**src/hdl/cif_pkg.sv**
```systemverilog
// register map, field layout and bus carriers of the camera image feature bank
// assumes a 32-bit axi4-lite master and one 50 MHz clock
package cif_pkg;

  localparam int unsigned CIF_DATA_W = 32;
  localparam int unsigned CIF_ADDR_W = 32;

  // byte addresses
  localparam logic [31:0] CIF_SHADING_CONTROL_ADDR = 32'hf1000250;
  localparam logic [31:0] CIF_SHADING_MEMORY_ACCESS_ADDR = 32'hf1000254;
  localparam logic [31:0] CIF_SHADING_CAPABILITY_ADDR = 32'hf1000258;
  localparam logic [31:0] CIF_DEFERRED_TRANSPORT_ADDR = 32'hf1000260;
  localparam logic [31:0] CIF_FRAME_INFO_ADDR = 32'hf1000270;
  localparam logic [31:0] CIF_FRAME_COUNT_ADDR = 32'hf1000274;
  localparam logic [31:0] CIF_FRAME_COUNT_MIRROR_ADDR = 32'hf1000610;

  // single-bit fields
  localparam int unsigned CIF_PRESENT_BIT = 0;
  localparam int unsigned CIF_BUILD_FAILED_BIT = 1;
  localparam int unsigned CIF_DISPLAY_BIT = 4;
  localparam int unsigned CIF_BUILD_REQUEST_BIT = 5;
  localparam int unsigned CIF_SHADING_ENABLE_BIT = 6;
  localparam int unsigned CIF_BUSY_BIT = 7;
  localparam int unsigned CIF_WINDOW_WRITE_BIT = 5;
  localparam int unsigned CIF_WINDOW_READ_BIT = 6;
  localparam int unsigned CIF_RELEASE_BIT = 5;
  localparam int unsigned CIF_HOLD_BIT = 6;
  localparam int unsigned CIF_MAX_RATE_BIT = 7;
  localparam int unsigned CIF_CLEAR_TALLY_BIT = 1;

  // multi-bit fields
  localparam int unsigned CIF_FAULT_LSB = 16;
  localparam int unsigned CIF_FAULT_W = 4;
  localparam int unsigned CIF_CHANNEL_LSB = 20;
  localparam int unsigned CIF_CHANNEL_W = 4;
  localparam int unsigned CIF_AVERAGE_LSB = 24;
  localparam int unsigned CIF_AVERAGE_W = 8;
  localparam int unsigned CIF_OFFSET_LSB = 8;
  localparam int unsigned CIF_OFFSET_W = 24;
  localparam int unsigned CIF_CAPACITY_LSB = 4;
  localparam int unsigned CIF_MAX_BYTES_LSB = 8;
  localparam int unsigned CIF_QUEUE_CAP_LSB = 16;
  localparam int unsigned CIF_QUEUE_W = 8;
  localparam int unsigned CIF_RELEASE_COUNT_LSB = 24;
  localparam int unsigned CIF_CHUNK_W = 16;

  // store channel fault codes
  localparam logic [3:0] CIF_FAULT_NONE = 4'h0;
  localparam logic [3:0] CIF_FAULT_DETECT = 4'h1;
  localparam logic [3:0] CIF_FAULT_SIZE = 4'h2;
  localparam logic [3:0] CIF_FAULT_ERASE = 4'h3;
  localparam logic [3:0] CIF_FAULT_WRITE = 4'h4;
  localparam logic [3:0] CIF_FAULT_HEADER = 4'h5;
  localparam logic [3:0] CIF_FAULT_RANGE = 4'hf;

  // capabilities; plain defaults
  localparam logic [3:0] CIF_CHANNEL_CAPACITY = 4'h4;
  localparam logic [23:0] CIF_IMAGE_MAX_BYTES = 24'h100000;
  localparam logic [7:0] CIF_QUEUE_CAPACITY = 8'h20;

  localparam logic [1:0] CIF_RESP_OKAY = 2'h0;
  localparam logic [1:0] CIF_RESP_SLVERR = 2'h2;

  typedef struct packed {
    logic awvalid;
    logic [CIF_ADDR_W-1:0] awaddr;
    logic wvalid;
    logic [CIF_DATA_W-1:0] wdata;
    logic [3:0] wstrb;
    logic bready;
    logic arvalid;
    logic [CIF_ADDR_W-1:0] araddr;
    logic rready;
  } cif_axi_req_t;

  typedef struct packed {
    logic awready;
    logic wready;
    logic bvalid;
    logic [1:0] bresp;
    logic arready;
    logic rvalid;
    logic [CIF_DATA_W-1:0] rdata;
    logic [1:0] rresp;
  } cif_axi_rsp_t;

  typedef enum logic [1:0] {
    CIF_BUILD_IDLE,
    CIF_BUILD_AVERAGE,
    CIF_BUILD_CALC
  } cif_build_state_t;

endpackage : cif_pkg

```
**src/hdl/cif_feature_regs.sv**
```systemverilog
// camera image feature register bank: shading control, deferred transport, frame tally
// assumes all pipeline inputs are pulses or levels from logic on aclk
// Notes on behaviour
// correction runs only when enabled and a correction image is present
// correction image shown as video only while enable and display both set
// control bits: 4 display, 5 build request, 6 enable, 7 busy
// bit 1 set by hardware when a correction image build fails
// store channel fault code reported in bits 16 to 19
// fault codes 0 none, 1 to 5 store faults, f channel out of range
// bits 20 to 23 select store channel for save and load
// average count in bits 24 to 31, written value rounded to power of two
// host sets count then request; hardware clears busy and request on finish
// requested frames averaged at current settings before factor calculation
// host polls control register sparingly during a build, about 500 ms
// window access register: write enable 5, read enable 6, offset 8 to 31
// host reads limits, sets enable, offset zero, moves chunks, clears enables
// window offset advances by itself after each chunk through the buffer
// host splits correction image transfer into several chunks
// capability register: channel count bits 4 to 7, max bytes 8 to 31
// while hold is set captured images stay queued and are not sent
// release bit sends requested held images then clears itself
// count bits write release count, read held count; capacity in 16 to 23
// max rate capture bit honoured only in the scalable image format
// 32-bit tally counts every sensor readout, sent or not
// frame info bit 1 clears tally; tally readable at a mirror address
// bit 0 of each feature register except the frame count and its mirror reads one, showing presence
// busy is set in the same update that accepts a build request
`timescale 1ns/1ps
module cif_feature_regs
  import cif_pkg::*;
(
  input wire logic aclk,
  input wire logic aresetn,
  input wire cif_axi_req_t axi_req,
  output cif_axi_rsp_t axi_rsp,
  input wire logic image_valid_strobe,
  input wire logic correction_image_loaded,
  input wire logic factor_calc_done,
  input wire logic factor_calc_fail,
  input wire logic [3:0] store_fault_code,
  input wire logic chunk_done,
  input wire logic [CIF_CHUNK_W-1:0] chunk_bytes,
  input wire logic image_sent,
  input wire logic scalable_format,
  output logic correction_active,
  output logic display_correction_image,
  output logic build_averaging,
  output logic factor_calc_start,
  output logic [3:0] store_channel_select,
  output logic window_write_enable,
  output logic window_read_enable,
  output logic [CIF_OFFSET_W-1:0] window_byte_offset,
  output logic hold_transfer,
  output logic max_rate_capture,
  output logic transmit_permit
);

  // bus slave state
  logic awready_ff, wready_ff, bvalid_ff, arready_ff, rvalid_ff;
  logic aw_have_ff, w_have_ff;
  logic [31:0] aw_addr_ff, w_data_ff, rdata_ff;
  logic [3:0] w_strb_ff;
  logic [1:0] bresp_ff, rresp_ff;

  // feature state
  logic display_ff, enable_ff, build_request_ff, build_failed_ff, present_ff;
  logic [3:0] channel_ff, fault_ff;
  logic [7:0] average_ff, frames_left_ff;
  cif_build_state_t build_state_ff;
  logic calc_start_ff, averaging_ff, active_ff, show_ff;
  logic win_wr_ff, win_rd_ff;
  logic [CIF_OFFSET_W-1:0] offset_ff;
  logic hold_ff, max_rate_ff, max_rate_out_ff, permit_ff;
  logic [7:0] release_left_ff, held_ff;
  logic [31:0] tally_ff;

  logic wr_commit, wr_hit, rd_hit;
  logic [31:0] wr_old, wr_data, rd_value;
  logic busy;
  logic [7:0] average_pow2;
  logic [7:0] nxt_held;

  assign busy = (build_state_ff != CIF_BUILD_IDLE);
  assign wr_commit = aw_have_ff && w_have_ff && !bvalid_ff;

  // register image as software sees it; used for reads and byte-lane merging
  function automatic logic [32:0] cif_read(input logic [31:0] addr);
    logic [31:0] v;
    logic hit;
    v = '0;
    hit = 1'b1;
    unique case (addr)
      CIF_SHADING_CONTROL_ADDR: begin
        v[CIF_PRESENT_BIT] = 1'b1;
        v[CIF_BUILD_FAILED_BIT] = build_failed_ff;
        v[CIF_DISPLAY_BIT] = display_ff;
        v[CIF_BUILD_REQUEST_BIT] = build_request_ff;
        v[CIF_SHADING_ENABLE_BIT] = enable_ff;
        v[CIF_BUSY_BIT] = busy;
        v[CIF_FAULT_LSB +: CIF_FAULT_W] = fault_ff;
        v[CIF_CHANNEL_LSB +: CIF_CHANNEL_W] = channel_ff;
        v[CIF_AVERAGE_LSB +: CIF_AVERAGE_W] = average_ff;
      end
      CIF_SHADING_MEMORY_ACCESS_ADDR: begin
        v[CIF_PRESENT_BIT] = 1'b1;
        v[CIF_WINDOW_WRITE_BIT] = win_wr_ff;
        v[CIF_WINDOW_READ_BIT] = win_rd_ff;
        v[CIF_OFFSET_LSB +: CIF_OFFSET_W] = offset_ff;
      end
      CIF_SHADING_CAPABILITY_ADDR: begin
        v[CIF_PRESENT_BIT] = 1'b1;
        v[CIF_CAPACITY_LSB +: CIF_CHANNEL_W] = CIF_CHANNEL_CAPACITY;
        v[CIF_MAX_BYTES_LSB +: CIF_OFFSET_W] = CIF_IMAGE_MAX_BYTES;
      end
      CIF_DEFERRED_TRANSPORT_ADDR: begin
        v[CIF_PRESENT_BIT] = 1'b1;
        v[CIF_RELEASE_BIT] = (release_left_ff != 8'h00);
        v[CIF_HOLD_BIT] = hold_ff;
        v[CIF_MAX_RATE_BIT] = max_rate_ff;
        v[CIF_QUEUE_CAP_LSB +: CIF_QUEUE_W] = CIF_QUEUE_CAPACITY;
        v[CIF_RELEASE_COUNT_LSB +: CIF_QUEUE_W] = held_ff;
      end
      CIF_FRAME_INFO_ADDR: begin
        v[CIF_PRESENT_BIT] = 1'b1;
      end
      CIF_FRAME_COUNT_ADDR, CIF_FRAME_COUNT_MIRROR_ADDR: begin
        v = tally_ff;
      end
      default: begin
        hit = 1'b0;
      end
    endcase
    return {hit, v};
  endfunction : cif_read

  always_comb begin
    {rd_hit, rd_value} = cif_read(axi_req.araddr);
    {wr_hit, wr_old} = cif_read(aw_addr_ff);
    for (int b = 0; b < 4; b++) begin
      wr_data[b*8 +: 8] = w_strb_ff[b] ? w_data_ff[b*8 +: 8] : wr_old[b*8 +: 8];
    end
  end

  // round down to the highest set bit; zero stays zero
  always_comb begin
    average_pow2 = 8'h00;
    for (int i = 0; i < CIF_AVERAGE_W; i++) begin
      if (wr_data[CIF_AVERAGE_LSB + i]) begin
        average_pow2 = 8'h01 << i;
      end
    end
  end

  // write address and data are taken independently, answered once both are in
  always_ff @(posedge aclk) begin
    if (!aresetn) begin
      awready_ff <= 1'b0;
      wready_ff <= 1'b0;
      aw_have_ff <= 1'b0;
      w_have_ff <= 1'b0;
      aw_addr_ff <= '0;
      w_data_ff <= '0;
      w_strb_ff <= '0;
      bvalid_ff <= 1'b0;
      bresp_ff <= CIF_RESP_OKAY;
    end else begin
      if (axi_req.awvalid && awready_ff) begin
        awready_ff <= 1'b0;
        aw_have_ff <= 1'b1;
        aw_addr_ff <= axi_req.awaddr;
      end else if (!aw_have_ff && !bvalid_ff) begin
        awready_ff <= 1'b1;
      end
      if (axi_req.wvalid && wready_ff) begin
        wready_ff <= 1'b0;
        w_have_ff <= 1'b1;
        w_data_ff <= axi_req.wdata;
        w_strb_ff <= axi_req.wstrb;
      end else if (!w_have_ff && !bvalid_ff) begin
        wready_ff <= 1'b1;
      end
      if (wr_commit) begin
        aw_have_ff <= 1'b0;
        w_have_ff <= 1'b0;
        bvalid_ff <= 1'b1;
        bresp_ff <= wr_hit ? CIF_RESP_OKAY : CIF_RESP_SLVERR;
      end else if (bvalid_ff && axi_req.bready) begin
        bvalid_ff <= 1'b0;
      end
    end
  end

  // reads answer one cycle after the address is taken
  always_ff @(posedge aclk) begin
    if (!aresetn) begin
      arready_ff <= 1'b0;
      rvalid_ff <= 1'b0;
      rdata_ff <= '0;
      rresp_ff <= CIF_RESP_OKAY;
    end else if (axi_req.arvalid && arready_ff) begin
      arready_ff <= 1'b0;
      rvalid_ff <= 1'b1;
      rdata_ff <= rd_value;
      rresp_ff <= rd_hit ? CIF_RESP_OKAY : CIF_RESP_SLVERR;
    end else if (rvalid_ff && axi_req.rready) begin
      rvalid_ff <= 1'b0;
    end else if (!rvalid_ff) begin
      arready_ff <= 1'b1;
    end
  end

  assign axi_rsp = '{awready: awready_ff, wready: wready_ff, bvalid: bvalid_ff,
                     bresp: bresp_ff, arready: arready_ff, rvalid: rvalid_ff,
                     rdata: rdata_ff, rresp: rresp_ff};

  // software-owned shading fields
  always_ff @(posedge aclk) begin
    if (!aresetn) begin
      display_ff <= 1'b0;
      enable_ff <= 1'b0;
      channel_ff <= 4'h0;
      average_ff <= 8'h01;
    end else if (wr_commit && aw_addr_ff == CIF_SHADING_CONTROL_ADDR) begin
      display_ff <= wr_data[CIF_DISPLAY_BIT];
      enable_ff <= wr_data[CIF_SHADING_ENABLE_BIT];
      channel_ff <= wr_data[CIF_CHANNEL_LSB +: CIF_CHANNEL_W];
      average_ff <= average_pow2;
    end
  end

  // out-of-range selection overrides whatever the store reports
  always_ff @(posedge aclk) begin
    if (!aresetn) begin
      fault_ff <= CIF_FAULT_NONE;
    end else if (channel_ff >= CIF_CHANNEL_CAPACITY) begin
      fault_ff <= CIF_FAULT_RANGE;
    end else begin
      fault_ff <= store_fault_code;
    end
  end

  // build engine: average frames, then hand over to the factor calculator
  always_ff @(posedge aclk) begin
    if (!aresetn) begin
      build_state_ff <= CIF_BUILD_IDLE;
      build_request_ff <= 1'b0;
      build_failed_ff <= 1'b0;
      frames_left_ff <= 8'h00;
      calc_start_ff <= 1'b0;
      averaging_ff <= 1'b0;
    end else begin
      calc_start_ff <= 1'b0;
      unique case (build_state_ff)
        CIF_BUILD_IDLE: begin
          if (wr_commit && aw_addr_ff == CIF_SHADING_CONTROL_ADDR
              && wr_data[CIF_BUILD_REQUEST_BIT]) begin
            build_state_ff <= CIF_BUILD_AVERAGE;
            build_request_ff <= 1'b1;
            build_failed_ff <= 1'b0;
            averaging_ff <= 1'b1;
            // a zero count still averages one frame
            frames_left_ff <= (average_pow2 == 8'h00) ? 8'h01 : average_pow2;
          end
        end
        CIF_BUILD_AVERAGE: begin
          if (image_valid_strobe) begin
            frames_left_ff <= frames_left_ff - 8'h01;
            if (frames_left_ff == 8'h01) begin
              build_state_ff <= CIF_BUILD_CALC;
              averaging_ff <= 1'b0;
              calc_start_ff <= 1'b1;
            end
          end
        end
        CIF_BUILD_CALC: begin
          if (factor_calc_done) begin
            build_state_ff <= CIF_BUILD_IDLE;
            build_request_ff <= 1'b0;
            build_failed_ff <= factor_calc_fail;
          end
        end
      endcase
    end
  end

  // presence of a usable correction image
  always_ff @(posedge aclk) begin
    if (!aresetn) begin
      present_ff <= 1'b0;
    end else if (correction_image_loaded
                 || (build_state_ff == CIF_BUILD_CALC && factor_calc_done && !factor_calc_fail)) begin
      present_ff <= 1'b1;
    end
  end

  always_ff @(posedge aclk) begin
    if (!aresetn) begin
      active_ff <= 1'b0;
      show_ff <= 1'b0;
    end else begin
      active_ff <= enable_ff && present_ff;
      show_ff <= enable_ff && display_ff;
    end
  end

  // window access; a software offset write wins over a chunk advance
  always_ff @(posedge aclk) begin
    if (!aresetn) begin
      win_wr_ff <= 1'b0;
      win_rd_ff <= 1'b0;
      offset_ff <= '0;
    end else if (wr_commit && aw_addr_ff == CIF_SHADING_MEMORY_ACCESS_ADDR) begin
      win_wr_ff <= wr_data[CIF_WINDOW_WRITE_BIT];
      win_rd_ff <= wr_data[CIF_WINDOW_READ_BIT];
      offset_ff <= wr_data[CIF_OFFSET_LSB +: CIF_OFFSET_W];
    end else if (chunk_done && (win_wr_ff || win_rd_ff)) begin
      offset_ff <= offset_ff + CIF_OFFSET_W'(chunk_bytes);
    end
  end

  // deferred transport controls
  always_ff @(posedge aclk) begin
    if (!aresetn) begin
      hold_ff <= 1'b0;
      max_rate_ff <= 1'b0;
    end else if (wr_commit && aw_addr_ff == CIF_DEFERRED_TRANSPORT_ADDR) begin
      hold_ff <= wr_data[CIF_HOLD_BIT];
      max_rate_ff <= wr_data[CIF_MAX_RATE_BIT];
    end
  end

  // queue occupancy: frames enter only while held, leave when sent
  always_comb begin
    nxt_held = held_ff;
    if (hold_ff && image_valid_strobe && held_ff < CIF_QUEUE_CAPACITY) begin
      nxt_held = nxt_held + 8'h01;
    end
    if (image_sent && held_ff != 8'h00) begin
      nxt_held = nxt_held - 8'h01;
    end
  end

  always_ff @(posedge aclk) begin
    if (!aresetn) begin
      held_ff <= 8'h00;
    end else begin
      held_ff <= nxt_held;
    end
  end

  // release budget: never more than is held at the moment of the request
  always_ff @(posedge aclk) begin
    if (!aresetn) begin
      release_left_ff <= 8'h00;
    end else if (wr_commit && aw_addr_ff == CIF_DEFERRED_TRANSPORT_ADDR
                 && wr_data[CIF_RELEASE_BIT]) begin
      release_left_ff <= (wr_data[CIF_RELEASE_COUNT_LSB +: CIF_QUEUE_W] < held_ff)
                         ? wr_data[CIF_RELEASE_COUNT_LSB +: CIF_QUEUE_W] : held_ff;
    end else if (image_sent && release_left_ff != 8'h00) begin
      release_left_ff <= release_left_ff - 8'h01;
    end
  end

  always_ff @(posedge aclk) begin
    if (!aresetn) begin
      permit_ff <= 1'b1;
      max_rate_out_ff <= 1'b0;
    end else begin
      permit_ff <= !hold_ff || (release_left_ff != 8'h00);
      max_rate_out_ff <= max_rate_ff && scalable_format;
    end
  end

  // clear and a same-cycle readout give a tally of one, so no frame is lost
  always_ff @(posedge aclk) begin
    if (!aresetn) begin
      tally_ff <= '0;
    end else if (wr_commit && aw_addr_ff == CIF_FRAME_INFO_ADDR
                 && wr_data[CIF_CLEAR_TALLY_BIT]) begin
      tally_ff <= {31'h0, image_valid_strobe};
    end else if (image_valid_strobe) begin
      tally_ff <= tally_ff + 32'h1;
    end
  end

  assign correction_active = active_ff;
  assign display_correction_image = show_ff;
  assign build_averaging = averaging_ff;
  assign factor_calc_start = calc_start_ff;
  assign store_channel_select = channel_ff;
  assign window_write_enable = win_wr_ff;
  assign window_read_enable = win_rd_ff;
  assign window_byte_offset = offset_ff;
  assign hold_transfer = hold_ff;
  assign max_rate_capture = max_rate_out_ff;
  assign transmit_permit = permit_ff;

endmodule : cif_feature_regs

```
**config.mk**
```make
export PLATFORM = sky130hd
export DESIGN_NAME = cif_feature_regs
export DESIGN_NICKNAME = d
export VERILOG_FILES = /design/src/hdl/cif_pkg.sv /design/src/hdl/cif_feature_regs.sv
export SDC_FILE = /design/constraint.sdc
export NUM_CORES = 1
export LEC_CHECK = 0
export ABC_AREA = 0
export ABC_CLOCK_PERIOD_IN_PS = 6800
export BUFFER_PORTS_ARGS = -buffer_cell sky130_fd_sc_hd__buf_4
export CAP_MARGIN = 20
export CORE_UTILIZATION = 35
export CTS_CLUSTER_SIZE = 24
export DETAILED_ROUTE_END_ITERATION = 12
export SETUP_SLACK_MARGIN = 0.05
export SYNTH_ARGS = -nofsm -noshare
export SYNTH_HDL_FRONTEND = slang
export SYNTH_SLANG_ARGS = --single-unit
```
**constraint.sdc**
```tcl
create_clock -name aclk -period 6.8 [get_ports aclk]
set_clock_uncertainty 0.2 [all_clocks]
set_input_delay 0 -clock aclk [delete_from_list [all_inputs] [get_ports aclk]]
set_output_delay 0 -clock aclk [all_outputs]
set_load 0.01 [all_outputs]
```
== Yosys cells after proc, flatten, opt, wreduce, memory -nomap -nowiden ==
Cells that the tools add are included.

* $add $sub $neg: 6
* Magnitude comparators: 3
* Eq/ne operators: 25
* Muxes and demuxes: 65
* Bitwise logic cells: 3
* Reduce and logical (&&, ||, !) cells: 67

{| class="wikitable"
|+ Operators with widths
! cell !! number
|-
| $eq A32 B32 Y1 const B || 14
|-
| $pmux W16 S5 || 2
|-
| $mux W8 || 19
|-
| $mux W24 || 2
|-
| $pmux W8 S2 || 3
|-
| $add A32 B1 Y32 const B || 1
|-
| $logic_and A1 B1 Y1 || 26
|-
| $add A24 B16 Y24 || 1
|-
| $sub A8 B1 Y8 const B || 3
|-
| $pmux W2 S5 || 2
|-
| $pmux W1 S2 || 9
|-
| $mux W1 || 16
|-
| $mux W2 || 8
|-
| $reduce_bool A2 Y1 || 8
|-
| $reduce_bool A8 Y1 || 2
|-
| $reduce_or A2 Y1 || 7
|-
| $reduce_or A7 Y1 || 2
|-
| $ne A2 B2 Y1 const B || 6
|-
| $reduce_and A2 Y1 || 5
|-
| $reduce_or A5 Y1 || 2
|-
| $reduce_and A3 Y1 || 3
|-
| $add A8 B1 Y8 const B || 1
|-
| $eq A8 B1 Y1 const B || 1
|-
| $logic_not A8 Y1 || 1
|-
| other kinds (14) || 25
|}

* Register bits: 224
* Bits of input ports: 134
* Output and inout port bits: 78
* Logic and storage cells: 209

== Depth between registers and ports, before layout ==
* Depth after elaboration: 16
* Mapped depth: 15
* Mapped depth without buffers: 13

== Worst setup path after synthesis ==
OpenSTA, ideal clock, no wires.

* Kind: flip-flop to flip-flop
* Start: reg aw_addr_ff[1]
* End: reg release_left_ff[0]
* Library setup time: 132 ps
* Arrival: 3374 ps
* Required time: 6468 ps
* Setup slack: 3094 ps
* Stages on the path, launching flop included: 13
* Path buffers: 1
* Period minus slack after synthesis: 3706 ps
* Cell sequence: dfxtp_1 > buf_2 > or4_4 > nor4_1 > a21oi_1 > a32oi_2 > ha_1 > a211oi_1 > nand2b_1 > a21boi_0 > a41oi_2 > mux2i_1 > a21oi_1

* Word-level cells in the longest chain between the ends: 7
* Elaborated cells between the ends (all ways): 17
* Those cells by class: order compare: 1; eq/ne: 6; mux: 6; reduce/logical: 4

{| class="wikitable"
|+ Ends and longest elaborated chain
! what !! line !! source
|-
| start, declared || cif_feature_regs.sv:61 || <nowiki>logic [31:0] aw_addr_ff, w_data_ff, rdata_ff;</nowiki>
|-
| start signal, assigned || cif_feature_regs.sv:170 || <nowiki>aw_addr_ff <= axi_req.awaddr;</nowiki>
|-
| $eq A32 B32 Y1 || cif_feature_regs.sv:92 || <nowiki>unique case (addr)</nowiki>
|-
| $reduce_or A2 Y1 || cif_feature_regs.sv:92 ||
|-
| $pmux W16 S5 || cif_feature_regs.sv:92 ||
|-
| $mux W8 || cif_feature_regs.sv:140 || <nowiki>wr_data[b*8 +: 8] = w_strb_ff[b] ? w_data_ff[b*8 +: 8] : wr_old[b*8 +: 8];</nowiki>
|-
| $lt A8 B8 Y1 || cif_feature_regs.sv:357 || <nowiki>release_left_ff <= (wr_data[CIF_RELEASE_COUNT_LSB +: CIF_QUEUE_W] < held_ff)</nowiki>
|-
| $mux W8 || cif_feature_regs.sv:358 || <nowiki>? wr_data[CIF_RELEASE_COUNT_LSB +: CIF_QUEUE_W] : held_ff;</nowiki>
|-
| $mux W8 || cif_feature_regs.sv:355 || <nowiki>end else if (wr_commit && aw_addr_ff == CIF_DEFERRED_TRANSPORT_ADDR</nowiki>
|-
| end signal, assigned || cif_feature_regs.sv:357 ||
|-
| end signal, assigned || cif_feature_regs.sv:360 || <nowiki>release_left_ff <= release_left_ff - 8'h01;</nowiki>
|-
| end, declared || cif_feature_regs.sv:74 || <nowiki>logic [7:0] release_left_ff, held_ff;</nowiki>
|}

Several ways; a longest one is shown, not always the timed one.
A chain may end at the register's enable or synchronous reset.

== Worst setup path in the final report ==
* Start: reg aw_addr_ff[2]
* End: reg release_left_ff[0]

The elaborated chain is that of the path after synthesis.

==> summary.md <==
| Metric | Value |
|---|---|
| Status | `finished, final reports clean` |
| Compound-gate portion of the synthesized area | `between 20% and 30%` |
| Total gr overflow | `0` |
| Worst-skew pair later-pin latency | `about 550 ps` |
| Core Footprint | `~32,000 sq um` |
| FF+latch area | `about 4400 sq um` |
| Placed inst area | `between 10,000 and 15,000 sq um` |
| Drt pass-1 iters | `5` |
| Dominant synthesized flop cell | `dfxtp_1` |
| P per Cell Area | `222 nW/um^2` |
| Fin area | `15,500 sq um` |
| Die ar. | `roughly 33,000 sq um` |
| Post-route ant nets | `0` |
| Area Growth Syn to Fin | `35.8%` |
| Setup crit start kind | `register` |
| Number of synthesized flops with an enable pin | `0` |
| Switching pwr | `943 uW` |
| Total wire length | `between 30 and 40 mm` |
| Share of the synthesized area in the top cell type | `38.5%` |
| Asr flop ratio synth | `0%` |
| H-tree depth reported by CTS | `1` |
| Dpl ws | `~2200 ps` |
| GPL Wtd Cong | `0.889` |
| CTS tree | `done` |
| Simple-gate share of the synthesized area | `25.0%` |
| Clk pwr share | `42.9%` |
| Clk sink count | `between 200 and 250` |
| Multi-input logic area | `between 6000 and 7000 sq um` |
| Leak | `6.07 nW` |
| Combinational family with the most area after synthesis | `simple AND/OR/NAND/NOR gates` |
| I/O pin cnt | `about 210` |
| DRC Markers | `0` |
| Starting DRC count in detailed routing | `a little over 1,000` |
| Worst VDD drop | `about 180 uV` |
| CP endpoint kind | `register` |
| Sw Ratio | `a little over a quarter` |
| Drt via density | `approximately 5.4` |
| Placed instance count | `around 2,000` |
| Yosys reg bits | `approximately 220` |
| Pins Over Slew Limit | `0` |
| Die Width | `between 150 and 200 um` |
| Slew @ Worst Pin | `1070 ps` |
| RSZ-0062 raised after global routing | `no` |
| Post-synthesis cell type count | `81` |
| Most frequent cells after synthesis | `nand2_1 (244), dfxtp_1 (219), a21oi_1 (155), nor2_1 (118), clkbuf_1 (65)` |
| Ant diodes | `0` |
| Largest area contributor in the netlist | `dfxtp_1` |
| Final setup violation count | `0` |
| Fin crit share | `between 60% and 70%` |
| Post-synthesis sequential area ratio | `between 30% and 40%` |
| CTS Buf Count | `26` |
| FILL cells | `3,087` |
| Top post-synthesis cells by area | `dfxtp_1 (38%), nand2_1 (8.0%), a21oi_1 (6.8%)` |
| Global-route wire length before repair | `roughly 61 mm` |
| Top-count cell post-synth | `nand2_1` |
| Setup TNS | `0 ps` |
| Detail Placement HPWL | `around 28 mm` |
| Period minus WS final | `roughly 4600 ps` |
| Required @ worst endpoint | `about 7000 ps` |
| Hold Path Class | `input pin to register` |
| Via count | `11,700` |
| Critical-path maximum fanout | `11` |
| Slew headroom | `around 28%` |
| GRT Total Usage | `a little under a quarter` |
| DIE HEIGHT | `about 180 um` |
| Initial Utilization | `approximately 36%` |
| Non-Filler Instances | `2,172` |
| Clk buf depth | `3` |
| Final Worst Setup Slack | `around 2200 ps` |
| Clk pin slew, worst setup/hold paths | `around 60 ps` |
| Syn Std Cell Area | `approximately 11,000 sq um` |
| Post-Synth XOR/XNOR Area | `under 10%` |
| Syn Area/Cell | `about 8.0 sq um` |
| Antenna violations before repair | `0` |
| I/O Buffers | `a little over 200` |
| Share of post-route cells with drive strength above 1 | `approximately 17%` |
| Gate power share | `between 10% and 20%` |
| Max-cap violations | `0` |
| Drt wl/cell | `18.0 um` |
| Multiplexer share of the synthesized area | `under 10%` |
| Row cnt | `65` |
| Vias in the first global route | `11,100` |
| Gate Count Post-Synth | `between 1,000 and 1,500` |
| Largest net degree at the start of global routing | `84` |
| Final Hold Fails | `0` |
| Yosys warnings | `0` |
| FMAX | `about 220 MHz` |
| Post-Synth Adder-Cell Area | `3.80%` |
| Int Pwr | `between 2 and 2.5 mW` |
| NumNets Final | `between 1,500 and 2,000` |
| Clk root buf | `clkbuf_16` |
| Worst setup path category | `register to register` |
| CP Data Arrival Time | `between 4000 and 5000 ps` |
| Seq pwr share | `41.8%` |
## layout make-up
class	instances	share of cell area [%]
clock buffer	30	4.43
clock inverter	17	1.50
inverter	42	1.03
multi-input combinational	1083	42.1
sequential	219	28.3
tap	435	3.52
timing repair buffer	346	19.1
## per-stage QoR
step / hold slack, ps / power [mW] / util [%]
after CTS: 6.11 / 3.45 / 48.5
final: 27.2 / 3.43 / 48.7
after global placement: 37.2 / 1.91 / 41.5
after detailed placement: 33.9 / 1.92 / 41.6
after global routing: 34.0 / 3.57 / 48.7
after floorplan: -80.5 / 1.75 / -
## power groups by stage
stage          sequential [mW]  combinational (mW)  clock, mW
4_1_cts                   1.43               0.521       1.50
5_1_grt                   1.44               0.581       1.55
2_1_floorplan             1.40               0.345          0
3_5_place_dp              1.46               0.464          0
6_report                  1.43               0.527       1.47
3_3_place_gp              1.46               0.454          0
## critical path: stages (launching register included)
cell and delay, ps:
dfxtp_1 620, nor4b_2 620, a32o_1 330, and3_1 270, a21oi_1 110, o31ai_2 580, ha_1 380, a21o_1 180
a21o_1 160, a21oi_1 210, a21boi_0 260, a41oi_2 160, mux2i_1 320, a21oi_1 90
## routing by layer
metal | routed length, um | vias to the layer above | track usage (%) | share of wire (%)
li1 | - | 5679 | - | -
met1 | 17700 | 5466 | 31.7 | 45
met2 | 17500 | 469 | 36.7 | 45
met3 | 3000 | 51 | 3.95 | 7.7
met4 | 894 | 0 | 6.49 | 2.3
met5 | 0 | - | 0 | 0
## registers in the layout, summed over array words and instances, names as in the netlist, 8 cells and up
| signal | flops |
|---|---|
| aw_addr_ff | 32 |
| release_left_ff | 8 |
| w_data_ff | 29 |
| frames_left_ff | 8 |
| rdata_ff | 32 |
| window_byte_offset | 24 |
| tally_ff | 32 |
| average_ff | 8 |
| held_ff | 8 |
## final timing paths
path | start | end | slack [ps] | cells past startpoint
max | aw_addr_ff[2] | release_left_ff[0] | 2180 | 13
min | store_fault_code[3] | fault_ff[3] | 30 | 4
max reg2reg | aw_addr_ff[2] | release_left_ff[0] | 2180 | 13
min reg2reg | w_data_ff[21] | w_data_ff[21] | 250 | 2
## placed cells by master (no fill, tap or decap), types with 11 or more instances in the layout
| cell type | netlist | routed |
|---|---|---|
| inv_1 | 41 | 41 |
| nor3_1 | 44 | 43 |
| clkbuf_16 | 0 | 26 |
| nor2_1 | 118 | 118 |
| nand2_1 | 244 | 244 |
| a222oi_1 | 14 | 14 |
| nand3_1 | 46 | 46 |
| buf_4 | 7 | 216 |
| dfxtp_1 | 219 | 219 |
| and2_1 | 18 | 18 |
| mux2i_1 | 16 | 16 |
| a21o_1 | 18 | 18 |
| mux2_2 | 15 | 15 |
| ha_1 | 33 | 33 |
| a21oi_1 | 155 | 155 |
| nor4_1 | 13 | 12 |
| o21ai_0 | 54 | 54 |
| xnor2_1 | 28 | 28 |
| nand4_1 | 15 | 15 |
| a22oi_1 | 13 | 13 |
| and3_1 | 19 | 19 |
| xor2_1 | 36 | 36 |
| dlygate4sd3_1 | 0 | 128 |
| nor2b_1 | 11 | 11 |
## cells by family after synthesis
family	after synthesis
and+or+nand+nor	593
muxes	31
other	1
buffers and inverters	128
adders and majority gates	34
AOI/OAI and AO/OA	359
DFF	219
xor gates and xnor gates	64
## timing repair
action / 4_1_cts / 5_1_grt
gates resized for setup: 0 / 0
hold endpoints to repair: 158 / 0
endpoints found under the setup margin: 0 / 0
hold buffers: 128 / 0
buffers inserted: 0 / 0
(Power assumes the default switching activity.)
